## config.mk

```make
export PLATFORM = sky130hd
export DESIGN_NAME = spi_slave_port
export DESIGN_NICKNAME = d
export VERILOG_FILES = /design/src/hw/spi_sel_pkg.sv /design/src/hw/spi_slave_port.sv
export VERILOG_INCLUDE_DIRS = /design/src /design/src/hw
export SDC_FILE = /design/constraint.sdc
export NUM_CORES = 1
export LEC_CHECK = 0
export ABC_CLOCK_PERIOD_IN_PS = 5260
export BUFFER_PORTS_ARGS = -buffer_cell sky130_fd_sc_hd__buf_2
export CAP_MARGIN = 15
export CORE_MARGIN = 2
export CORE_UTILIZATION = 49
export DETAILED_ROUTE_END_ITERATION = 12
export PLACE_DENSITY = 0.73
export SLEW_MARGIN = 20
export SYNTH_ARGS = -nofsm -noshare
export SYNTH_HDL_FRONTEND = slang
export SYNTH_SLANG_ARGS = --single-unit
```

## constraint.sdc

```tcl
create_clock -name core_clk_i -period 5.26 [get_ports core_clk_i]
set_input_delay 0.789 -clock core_clk_i [delete_from_list [all_inputs] [get_ports core_clk_i]]
set_output_delay 0.789 -clock core_clk_i [all_outputs]
set_load 0.005 [all_outputs]
```

## src/hw/spi_sel_cfg.svh

```systemverilog
// Purpose: offsets, field positions and reset values of the slave port
// Assumes: register index times four is the byte address on the bus
// Notes: definitions only
`ifndef SPI_SEL_CFG_SVH
`define SPI_SEL_CFG_SVH
// register indices (byte address = index * 4)
`define IDX_RXB 14'h3d10
`define IDX_TXB 14'h3d11
`define IDX_TCNTL 14'h3d12
`define IDX_TCNTH 14'h3d13
`define IDX_CON0 14'h3d14
`define IDX_CON1 14'h3d15
`define IDX_CON2 14'h3d16
`define IDX_STAT 14'h3d17
`define IDX_TWID 14'h3d18
`define IDX_BAUD 14'h3d19
`define IDX_INTF 14'h3d1a
`define IDX_INTE 14'h3d1b
`define IDX_CLKS 14'h3d1c
`define IDX_ICLR 14'h3d1d
`define IDX_PAD 14'h3d1e
// field positions
`define CON0_EN 7
`define CON1_CKE 6
`define CON1_CKP 5
`define CON1_SSP 2
`define CON2_FLT 6
`define CON2_FORCE_SELECT_ACTIVE_BIT 2
`define CON2_TXR 1
`define CON2_RXR 0
`define STAT_TXBE 5
`define STAT_CLRBF 2
`define STAT_RXBF 0
`define INT_TCZ 6
`define INT_SOS 5
`define INT_EOS 4
`define INT_RXO 2
`define INT_TXU 1
`define PAD_PIN_DIRECTION_BIT 3
`define PAD_LAT 4
`define PAD_FWD 5
// reset values
`define CON1_RST 8'h04
`define PAD_RST 8'h08
`define SYNC_RST 3'h7
`endif

```

## src/hw/spi_sel_pkg.sv

```systemverilog
// Purpose: types shared by the slave port
// Assumes: nothing beyond the config header
// Notes: whole module state is one packed struct
package spi_sel_pkg;
    typedef enum logic {LNK_IDLE, LNK_ACTIVE} link_state_t;
    typedef struct packed {
        link_state_t lnk;
        logic [2:0] ss_s, sck_s, sdi_s;
        logic ss_f, sck_f, sdi_f;
        logic [7:0] con0, con1, con2, twid, baud, clks, inte, intf, pad;
        logic [15:0] tcnt, tcnt_rem;
        logic [7:0] rxb, txb, sr;
        logic rx_full, tx_full, seen_clk;
        logic [2:0] bit_cnt;
        logic sdo, sdo_pin, sdo_oe, sck_out;
        logic ack;
        logic [31:0] rdata;
    } state_t;
endpackage : spi_sel_pkg

```

## src/hw/spi_slave_port.sv

```systemverilog
// Purpose: spi slave port with select framing, fault detection and daisy chaining
// Assumes: core_clk_i at 40 MHz, far faster than the serial clock
// Notes: serial input pins pass three flops; registers on an avalon-mm slave
`timescale 1ns/1ps
`default_nettype none
`include "spi_sel_cfg.svh"

module spi_slave_port (
    input wire logic core_clk_i,
    input wire logic arst_n_i,
    input wire logic [15:0] avs_address_i,
    input wire logic avs_read_i,
    input wire logic avs_write_i,
    input wire logic [31:0] avs_writedata_i,
    input wire logic [3:0] avs_byteenable_i,
    output logic [31:0] avs_readdata_o,
    output logic avs_waitrequest_o,
    input wire logic [7:0] ss_pins_i,
    input wire logic sck_i,
    input wire logic sdi_i,
    output logic sdo_o,
    output logic sdo_oe_o,
    output logic sck_o,
    output logic sck_oe_o,
    output logic irq_o
);

    // transfer length in bits, a zero width field means eight
    function automatic logic [3:0] word_len(input logic [7:0] tw);
        word_len = (tw[2:0] == 3'h0) ? 4'h8 : {1'b0, tw[2:0]};
    endfunction : word_len

    // keeps only the bits of the current word length
    function automatic logic [7:0] word_mask(input logic [7:0] tw);
        word_mask = 8'hff >> (4'h8 - word_len(tw));
    endfunction : word_mask

    // the bit that goes out next: top of the word
    function automatic logic top_bit(input logic [7:0] sr, input logic [7:0] tw);
        logic [3:0] i;
        i = word_len(tw) - 4'h1;
        top_bit = sr[i[2:0]];
    endfunction : top_bit

    spi_sel_pkg::state_t q; // registered state
    spi_sel_pkg::state_t n; // next state
    logic sel_act; // effective select, after polarity and force
    logic sck_chg; // filtered serial clock is changing this cycle
    logic lead; // idle-to-active clock edge
    logic samp; // edge that samples the data input
    logic shft; // edge that changes the data output
    logic word_done; // last bit of a word sampled
    logic [7:0] rx_word; // word just completed
    logic in_prog; // transfer counts as in progress
    logic [13:0] idx; // register index from the byte address
    logic req; // bus request present
    logic wr; // write takes effect this edge
    logic rd; // read completes this edge

    // state register: constants only under reset
    always_ff @(posedge core_clk_i or negedge arst_n_i) begin
        if (!arst_n_i) begin
            q <= '0;
            q.con1 <= `CON1_RST;
            q.pad <= `PAD_RST;
            q.ss_s <= `SYNC_RST;
            q.ss_f <= 1'b1;
        end else begin
            q <= n;
        end
    end

    // bus answers one cycle after the request appears
    assign avs_waitrequest_o = req & ~q.ack;
    assign avs_readdata_o = q.rdata;
    assign sdo_o = q.sdo_pin;
    assign sdo_oe_o = q.sdo_oe;
    assign sck_o = q.sck_out;
    assign sck_oe_o = q.pad[`PAD_FWD];
    // level interrupt while any enabled status bit stands
    assign irq_o = |(q.intf & q.inte);

    // all next-state logic
    always_comb begin
        n = q;
        req = avs_read_i | avs_write_i;
        idx = avs_address_i[15:2];
        wr = q.ack & avs_write_i & avs_byteenable_i[0];
        rd = q.ack & avs_read_i;
        n.ack = req & ~q.ack;

        // three-flop synchronisers; a change counts once stages two and three agree
        n.ss_s = {q.ss_s[1:0], ss_pins_i[q.pad[2:0]]};
        n.sck_s = {q.sck_s[1:0], sck_i};
        n.sdi_s = {q.sdi_s[1:0], sdi_i};
        if (q.ss_s[1] == q.ss_s[2]) begin
            n.ss_f = q.ss_s[2];
        end
        if (q.sck_s[1] == q.sck_s[2]) begin
            n.sck_f = q.sck_s[2];
        end
        if (q.sdi_s[1] == q.sdi_s[2]) begin
            n.sdi_f = q.sdi_s[2];
        end

        // effective select: polarity applied, force overrides the pin
        sel_act = q.con0[`CON0_EN] &
            (q.con2[`CON2_FORCE_SELECT_ACTIVE_BIT] | (q.ss_f ^ q.con1[`CON1_SSP]));

        // clock edges against the idle level chosen by polarity bit
        sck_chg = (q.sck_s[1] == q.sck_s[2]) && (q.sck_s[2] != q.sck_f);
        lead = sck_chg && (q.sck_s[2] != q.con1[`CON1_CKP]);
        samp = q.con1[`CON1_CKE] ? lead : (sck_chg & ~lead);
        shft = q.con1[`CON1_CKE] ? (sck_chg & ~lead) : lead;

        rx_word = {q.sr[6:0], q.sdi_f} & word_mask(q.twid);
        word_done = 1'b0;
        // mid-word, or words still owed by the transfer counter
        in_prog = (q.bit_cnt != 3'h0) || (q.seen_clk && q.tcnt_rem != 16'h0000);

        // register read data, captured while the request waits
        n.rdata = '0;
        if (req && !q.ack && avs_read_i) begin
            case (idx)
                `IDX_RXB: n.rdata[7:0] = q.rxb;
                `IDX_TCNTL: n.rdata[7:0] = q.tcnt[7:0];
                `IDX_TCNTH: n.rdata[7:0] = q.tcnt[15:8];
                `IDX_CON0: n.rdata[7:0] = q.con0;
                `IDX_CON1: n.rdata[7:0] = q.con1;
                // busy shows the link state in the top bit
                `IDX_CON2: n.rdata[7:0] = {q.lnk == spi_sel_pkg::LNK_ACTIVE, q.con2[6:0]};
                `IDX_STAT: begin
                    n.rdata[`STAT_TXBE] = ~q.tx_full;
                    n.rdata[`STAT_RXBF] = q.rx_full;
                end
                `IDX_TWID: n.rdata[7:0] = q.twid;
                `IDX_BAUD: n.rdata[7:0] = q.baud;
                `IDX_INTF: n.rdata[7:0] = q.intf;
                `IDX_INTE: n.rdata[7:0] = q.inte;
                `IDX_CLKS: n.rdata[7:0] = q.clks;
                `IDX_PAD: n.rdata[7:0] = q.pad;
                default: n.rdata = '0; // write-only and unmapped read zero
            endcase
        end

        // reading the receive buffer frees it
        if (rd && idx == `IDX_RXB) begin
            n.rx_full = 1'b0;
        end

        // register writes; low byte lane only, others ignored
        if (wr) begin
            case (idx)
                `IDX_TXB: begin
                    n.txb = avs_writedata_i[7:0];
                    n.tx_full = 1'b1;
                end
                `IDX_TCNTL: n.tcnt[7:0] = avs_writedata_i[7:0];
                `IDX_TCNTH: n.tcnt[15:8] = avs_writedata_i[7:0];
                `IDX_CON0: n.con0 = avs_writedata_i[7:0];
                `IDX_CON1: n.con1 = avs_writedata_i[7:0];
                // fault bit only clears by writing zero; busy is read-only
                `IDX_CON2: n.con2 = {1'b0, q.con2[`CON2_FLT] & avs_writedata_i[6],
                    3'h0, avs_writedata_i[2:0]};
                `IDX_STAT: begin
                    if (avs_writedata_i[`STAT_CLRBF]) begin
                        n.rx_full = 1'b0;
                        n.tx_full = 1'b0;
                    end
                end
                `IDX_TWID: n.twid = {5'h00, avs_writedata_i[2:0]};
                `IDX_BAUD: n.baud = avs_writedata_i[7:0];
                `IDX_INTE: n.inte = avs_writedata_i[7:0];
                `IDX_CLKS: n.clks = avs_writedata_i[7:0];
                `IDX_ICLR: n.intf = q.intf & ~avs_writedata_i[7:0];
                `IDX_PAD: n.pad = avs_writedata_i[7:0];
                default: n.ack = n.ack; // unmapped writes are acked and dropped
            endcase
        end

        // link state machine; events set after bus clears so a set wins
        case (q.lnk)
            spi_sel_pkg::LNK_IDLE: begin
                // clock edges are not looked at here at all
                if (sel_act) begin
                    n.lnk = spi_sel_pkg::LNK_ACTIVE;
                    n.intf[`INT_SOS] = 1'b1;
                    n.bit_cnt = 3'h0;
                    n.seen_clk = 1'b0;
                    n.tcnt_rem = q.tcnt;
                    if (q.tx_full) begin
                        n.sr = q.txb;
                        n.tx_full = (wr && idx == `IDX_TXB);
                    end else begin
                        // nothing queued: echo the last word held; flag stays sticky
                        n.intf[`INT_TXU] = n.intf[`INT_TXU] | q.con2[`CON2_TXR];
                    end
                    // first bit out before any clock edge
                    n.sdo = top_bit(n.sr, q.twid);
                end
            end
            spi_sel_pkg::LNK_ACTIVE: begin
                if (!sel_act) begin
                    n.lnk = spi_sel_pkg::LNK_IDLE;
                    n.intf[`INT_EOS] = 1'b1;
                    if (in_prog) begin
                        n.con2[`CON2_FLT] = 1'b1;
                    end
                    // partial word is dropped, next select starts fresh
                    n.bit_cnt = 3'h0;
                    n.seen_clk = 1'b0;
                end else begin
                    if (shft) begin
                        n.sdo = top_bit(q.sr, q.twid);
                    end
                    if (samp) begin
                        n.seen_clk = 1'b1;
                        n.sr = {q.sr[6:0], q.sdi_f};
                        n.bit_cnt = q.bit_cnt + 3'h1;
                        if ({1'b0, q.bit_cnt} == word_len(q.twid) - 4'h1) begin
                            word_done = 1'b1;
                            n.bit_cnt = 3'h0;
                            // receive side
                            if (q.con2[`CON2_RXR]) begin
                                if (q.rx_full && !(rd && idx == `IDX_RXB)) begin
                                    n.intf[`INT_RXO] = 1'b1; // old word kept
                                end else begin
                                    n.rxb = rx_word;
                                    n.rx_full = 1'b1;
                                end
                            end
                            // transfer counter paces the expected length
                            if (q.tcnt_rem != 16'h0000) begin
                                n.tcnt_rem = q.tcnt_rem - 16'h0001;
                                if (q.tcnt_rem == 16'h0001) begin
                                    n.intf[`INT_TCZ] = 1'b1;
                                end
                            end
                            // next word: queued data, or an exact copy of this one
                            if (q.tx_full) begin
                                n.sr = q.txb;
                                n.tx_full = (wr && idx == `IDX_TXB);
                            end else begin
                                n.sr = rx_word;
                                n.intf[`INT_TXU] = n.intf[`INT_TXU] | q.con2[`CON2_TXR];
                            end
                        end
                    end
                end
            end
            default: n.lnk = spi_sel_pkg::LNK_IDLE;
        endcase

        // data pin: driven while selected, else direction and latch bits decide
        if (n.lnk == spi_sel_pkg::LNK_ACTIVE) begin
            n.sdo_pin = n.sdo;
            n.sdo_oe = 1'b1;
        end else begin
            n.sdo_pin = q.pad[`PAD_LAT];
            n.sdo_oe = ~q.pad[`PAD_PIN_DIRECTION_BIT];
        end
        // clock output is the filtered clock input, a few cycles late
        n.sck_out = q.sck_f;
    end

    // link start follows an active select within one cycle
    sel_start_a: assert property (@(posedge core_clk_i) disable iff (!arst_n_i)
        (q.lnk == spi_sel_pkg::LNK_IDLE && sel_act) |=> (q.lnk == spi_sel_pkg::LNK_ACTIVE
        && q.bit_cnt == 3'h0 && q.intf[`INT_SOS]))
        else $error("select did not start a transfer");

    // dropping select returns to idle with counter cleared
    sel_end_a: assert property (@(posedge core_clk_i) disable iff (!arst_n_i)
        (q.lnk == spi_sel_pkg::LNK_ACTIVE && !sel_act) |=> (q.lnk == spi_sel_pkg::LNK_IDLE
        && q.bit_cnt == 3'h0 && !q.seen_clk))
        else $error("select release did not reset receiver");

    // pin drives while selected
    sdo_drive_a: assert property (@(posedge core_clk_i) disable iff (!arst_n_i)
        (q.lnk == spi_sel_pkg::LNK_ACTIVE) |-> (sdo_oe_o && sdo_o == q.sdo))
        else $error("data pin not driven while selected");

    // idle pin follows direction and latch bits one cycle later
    sdo_idle_a: assert property (@(posedge core_clk_i) disable iff (!arst_n_i)
        (q.lnk == spi_sel_pkg::LNK_IDLE && !sel_act) |=>
        (sdo_oe_o == !$past(q.pad[`PAD_PIN_DIRECTION_BIT]) && sdo_o == $past(q.pad[`PAD_LAT])))
        else $error("idle data pin wrong");

    // clock edges leave the shift register and bit count alone while deselected
    sck_ignore_a: assert property (@(posedge core_clk_i) disable iff (!arst_n_i)
        (q.lnk == spi_sel_pkg::LNK_IDLE && !sel_act && sck_chg) |=>
        ($stable(q.sr) && q.bit_cnt == 3'h0))
        else $error("clock acted while deselected");

    // mid-word select loss raises the fault flag
    fault_set_a: assert property (@(posedge core_clk_i) disable iff (!arst_n_i)
        (q.lnk == spi_sel_pkg::LNK_ACTIVE && !sel_act && q.bit_cnt != 3'h0) |=>
        q.con2[`CON2_FLT])
        else $error("select fault not flagged");

    // last counted word raises counter-zero
    count_end_a: assert property (@(posedge core_clk_i) disable iff (!arst_n_i)
        (word_done && q.tcnt_rem == 16'h0001) |=> (q.intf[`INT_TCZ] && q.tcnt_rem == 16'h0000))
        else $error("transfer count end missed");

    // a pin sitting at the inactive level of the polarity bit keeps the link idle
    polarity_a: assert property (@(posedge core_clk_i) disable iff (!arst_n_i)
        (q.lnk == spi_sel_pkg::LNK_IDLE && !q.con2[`CON2_FORCE_SELECT_ACTIVE_BIT] &&
        q.ss_f == q.con1[`CON1_SSP]) |=> (q.lnk == spi_sel_pkg::LNK_IDLE))
        else $error("select polarity wrong");

    // forced select keeps the link active
    force_sel_a: assert property (@(posedge core_clk_i) disable iff (!arst_n_i)
        (q.con0[`CON0_EN] && q.con2[`CON2_FORCE_SELECT_ACTIVE_BIT]) ##1 (q.con0[`CON0_EN] &&
        q.con2[`CON2_FORCE_SELECT_ACTIVE_BIT]) |-> (q.lnk == spi_sel_pkg::LNK_ACTIVE))
        else $error("forced select not active");

    // unqueued next word is the received word
    daisy_echo_a: assert property (@(posedge core_clk_i) disable iff (!arst_n_i)
        (word_done && !q.tx_full) |=> (q.sr == $past(rx_word)))
        else $error("daisy echo word wrong");

    // forwarded clock tracks the filtered input
    clk_fwd_a: assert property (@(posedge core_clk_i) disable iff (!arst_n_i)
        (sck_chg && q.pad[`PAD_FWD]) |-> ##2 (sck_o == $past(q.sck_s[2], 2)))
        else $error("clock output not following input");

    // with edge bit set the first bit stands at select start
    cke_early_a: assert property (@(posedge core_clk_i) disable iff (!arst_n_i)
        (q.lnk == spi_sel_pkg::LNK_IDLE && sel_act && q.con1[`CON1_CKE]) |=> ##1
        (sdo_o == $past(top_bit(q.sr, q.twid))))
        else $error("first bit not valid early");

    // filtered select holds while stages disagree
    ss_sync_a: assert property (@(posedge core_clk_i) disable iff (!arst_n_i)
        (q.ss_s[1] != q.ss_s[2]) |=> $stable(q.ss_f))
        else $error("select filter changed early");

    // select lost while counted words are still owed is a fault as well
    count_fault_a: assert property (@(posedge core_clk_i) disable iff (!arst_n_i)
        (q.lnk == spi_sel_pkg::LNK_ACTIVE && !sel_act && q.seen_clk &&
        q.tcnt_rem != 16'h0000) |=> q.con2[`CON2_FLT])
        else $error("counted transfer cut without fault");

    // a full receive buffer keeps its old word and flags the overflow
    rx_keep_a: assert property (@(posedge core_clk_i) disable iff (!arst_n_i)
        (word_done && q.con2[`CON2_RXR] && q.rx_full && !(rd && idx == `IDX_RXB)) |=>
        ($stable(q.rxb) && q.intf[`INT_RXO]))
        else $error("receive overflow lost the old word");

    // status flags are sticky: only the clear register takes them down
    flags_sticky_a: assert property (@(posedge core_clk_i) disable iff (!arst_n_i)
        !(wr && idx == `IDX_ICLR) |=> ((q.intf & $past(q.intf)) == $past(q.intf)))
        else $error("interrupt flag dropped without a clear");

    // an unqueued word with the underrun enable set raises the underrun flag
    tx_under_a: assert property (@(posedge core_clk_i) disable iff (!arst_n_i)
        (word_done && !q.tx_full && q.con2[`CON2_TXR]) |=> q.intf[`INT_TXU])
        else $error("transmit underrun not flagged");

endmodule : spi_slave_port
`default_nettype wire

```

==> flow_summary.toml <==
[global_routing]
grt_overflow = 0
use_met3_pct = 6.65
grt_pass1_vias = 6070
grt_first_pass_wirelength_um = 34600
grt_max_degree = 110
antenna_found_initial = 0
grt_usage_pct = 25.6
use_met2_pct = 38.6
use_met1_pct = 35.9
busiest_layer = "met2"

[sta]
fin_crit_ns = 3.49
hold_violations = 0
fin_tns_setup_ns = 0
finClkSkew_ns = 0.00832
layout_setup_ws_ns = 1.77
drv_slew = 0
fmax_mhz = 287
period_share_pct = 66.3
setup_viol = 0
relSlewSlack_pct = 20.1
worst_pin_slew_ns = 1.19
rsz0062_at_grt = "no"

[yosys]
ys_seq_area_share_pct = 46.9
async_flop_share_pct = 100
ys_top_cells_by_count = "dfrtp_1 (145), mux2_2 (87), nand2_1 (70), nor2_1 (43), buf_4 (33)"
synth_simple_gate_area_share_pct = 12.8
ys_ff_latch = 151
muxShareOfSynthArea_pct = 16.9
yosysUniqueCellTypes = 82
synth_warnings = 0
synthCells = 755
synth_edf_count = 0
synthTopCellsByArea = "dfrtp_1 (45%), mux2_2 (12%), nand2_1 (3.3%), buf_4 (3.1%), mux2i_1 (2.4%)"
yosys.area.top_type = "dfrtp_1"
synth-adder-area-share_pct = 1.61
synth-compound-area-share_pct = 14.6
synth_xor_xnor_area_share_pct = 1.15
synth.top_cell.area_share_pct = 45.0
yosysMostFrequentCell = "dfrtp_1"
avgSynthCellArea_um2 = 10.7
syn_area_mm2 = 0.00807
ys.flop_type = "dfrtp_1"
synth_top_family_by_area = "multiplexers"

[detailed_routing]
ant_nets = 0
viasPerCell = 6.32
wl_um = 21800
drc_errors = 0
wl_per_cell_um = 21.6
firstDrtPassIters = 6
first_iter_violations = 787
num_vias = 6360

[final_layout]
fin_area_mm2 = 0.00896
antenna_cells = 0
layout-drive-gt1-share_pct = 25.4
nNetsFinal = 852
fill_cells = 1381
area_growth_pct = 11.0

[floorplanning]
die_h_um = 132
row_count = 46
ios = 104
die_w_um = 132
die_area_mm2 = 0.0175
fp.coreArea_mm2 = 0.0160
initial_core_util_pct = 50.4

[status]
outcome = "finished clean"

[cts]
htreeDepth = 4
path_clk_slew_ns = 0.06
insertion_delay_ns = 0.44
hold_buffers = 0
cts-buffers-inserted = 17
cts_resized = 0
cts_max_path_buffers = 2
cts_root_buf = "clkbuf_16"
cts_tree = "done"
cts.sinks = 151
cts_setup_buffers = 0

[worst_setup_path]
cp-start-kind = "flop"
critPathRequiredTime_ns = 5.59
crit_fanout = 11
end_kind = "flop"
r2r_setup_slack_ns = 1.77
criticalPathCategory = "reg -> reg"
critPathArrivalTime_ns = 3.81

[place]
placed_area_mm2 = 0.00831
dp_hpwl_um = 15000
globalplace.congestion = 0.972
numPortBuffers = 50
pre_cts_slack_ns = 1.77

[power]
p_switching_mw = 0.571
power.leakage_nw = 4.11
combPwrFrac_pct = 4.1
power.share.sequential_pct = 45.7
intPower_mw = 2.01
clock_power_share_pct = 50.2
ir_worst_vdd_v = 0.000242
powerDensity_mw_per_mm2 = 288
design_power_total_mw = 2.58
p_sw_share_pct = 22.2

[min_path]
hp-class = "in -> async"

[run]
cap_violations = 0
-- power groups by stage --
| stage | Clock [mW] | Sequential, mW | Combinational [mW] |
|---|---|---|---|
| floorplan | 0 | 1.20 | 0.0592 |
| global placement | 0 | 1.20 | 0.101 |
| detailed placement | 0 | 1.20 | 0.102 |
| CTS | 1.30 | 1.18 | 0.103 |
| global route | 1.36 | 1.18 | 0.116 |
| finish | 1.29 | 1.18 | 0.105 |
-- cells in the final DEF (no fill, tap or decap), types with 4 or more instances in the layout --
master     instances
nor3_1             9
mux2_1             5
mux4_2             6
mux2i_1           19
a22o_1             4
xnor2_1            5
buf_4              5
ha_1               8
bufinv_16          4
a221oi_1           8
o22ai_1           12
o21ai_0           24
nor2b_1            6
a31oi_1           12
clkbuf_16         17
nand4_1           10
dfrtp_1          145
nor2_1            43
inv_1             17
and3_1            11
nand3_1           23
nand2_1           70
dfstp_2            6
o31ai_1            5
a21boi_0           5
conb_1            24
a21oi_1           31
mux2_2            87
a22oi_1           24
buf_2             49
o32ai_1            4
-- flip-flops by register name, summed over array words and instances (netlist names) --
name,flops
sdo_oe_o,1
sck_o,1
q,132
avs_readdata_o,8
n,7
sdo_o,1
sck_oe_o,1
-- cell type report --
| cell class | count | area (um^2) | area share [%] |
|---|---|---|---|
| multi-input cells | 534 | 3890 | 43.4 |
| flip-flops and latches | 151 | 3790 | 42.3 |
| clock buffers | 20 | 447 | 4.99 |
| repair buffers | 56 | 322 | 3.59 |
| well taps | 216 | 270 | 3.02 |
| clock inverters | 12 | 176 | 1.97 |
| inverters | 18 | 67.6 | 0.754 |
-- path summary, 6_finish.rpt --
path | start | cells past startpoint | end
max | q[139] | 8 | q[74]
min | arst_n_i | 1 | q[179]
max reg2reg | q[139] | 8 | q[74]
min reg2reg | n[178] | 0 | n[179]
max in group asynchronous | arst_n_i | 3 | n[182]
min in group core_clk_i | n[178] | 0 | n[179]
-- routing by layer --
layer	vias up	wire length, um	part of all wire (%)
met5	-	0	0
li1	2791	-	-
met1	3132	9520	44
met3	65	1810	8.3
met2	372	9910	45
met4	0	552	2.5
-- metrics by stage --
step	hold WS, ns	cells	util (%)
after CTS	0.352	1006	55.8
after detailed placement	0.337	974	51.9
final	0.211	1007	56.0
after global routing	0.217	1007	56.0
after global placement	0.334	974	51.9
after floorplan	0.331	778	-
-- worst max-delay path, cell delays in order, from the launching register on --
cell,delay (ns)
dfrtp_1,0.67
inv_1,0.22
ha_1,0.36
xnor3_1,0.42
and3_1,0.38
nand2_1,0.15
nor3_1,0.71
a31oi_1,0.18
a211o_1,0.29
-- logic make-up after synthesis --
group	Yosys count
multiplexers	117
AND/OR/NAND/NOR	203
buffers and inverters	93
AO/OA/AOI/OAI	170
flip-flops	151
other	1
XOR/XNOR	9
adder cells (fa/ha/maj)	11
Note: power is estimated with default switching activity, not from simulation.
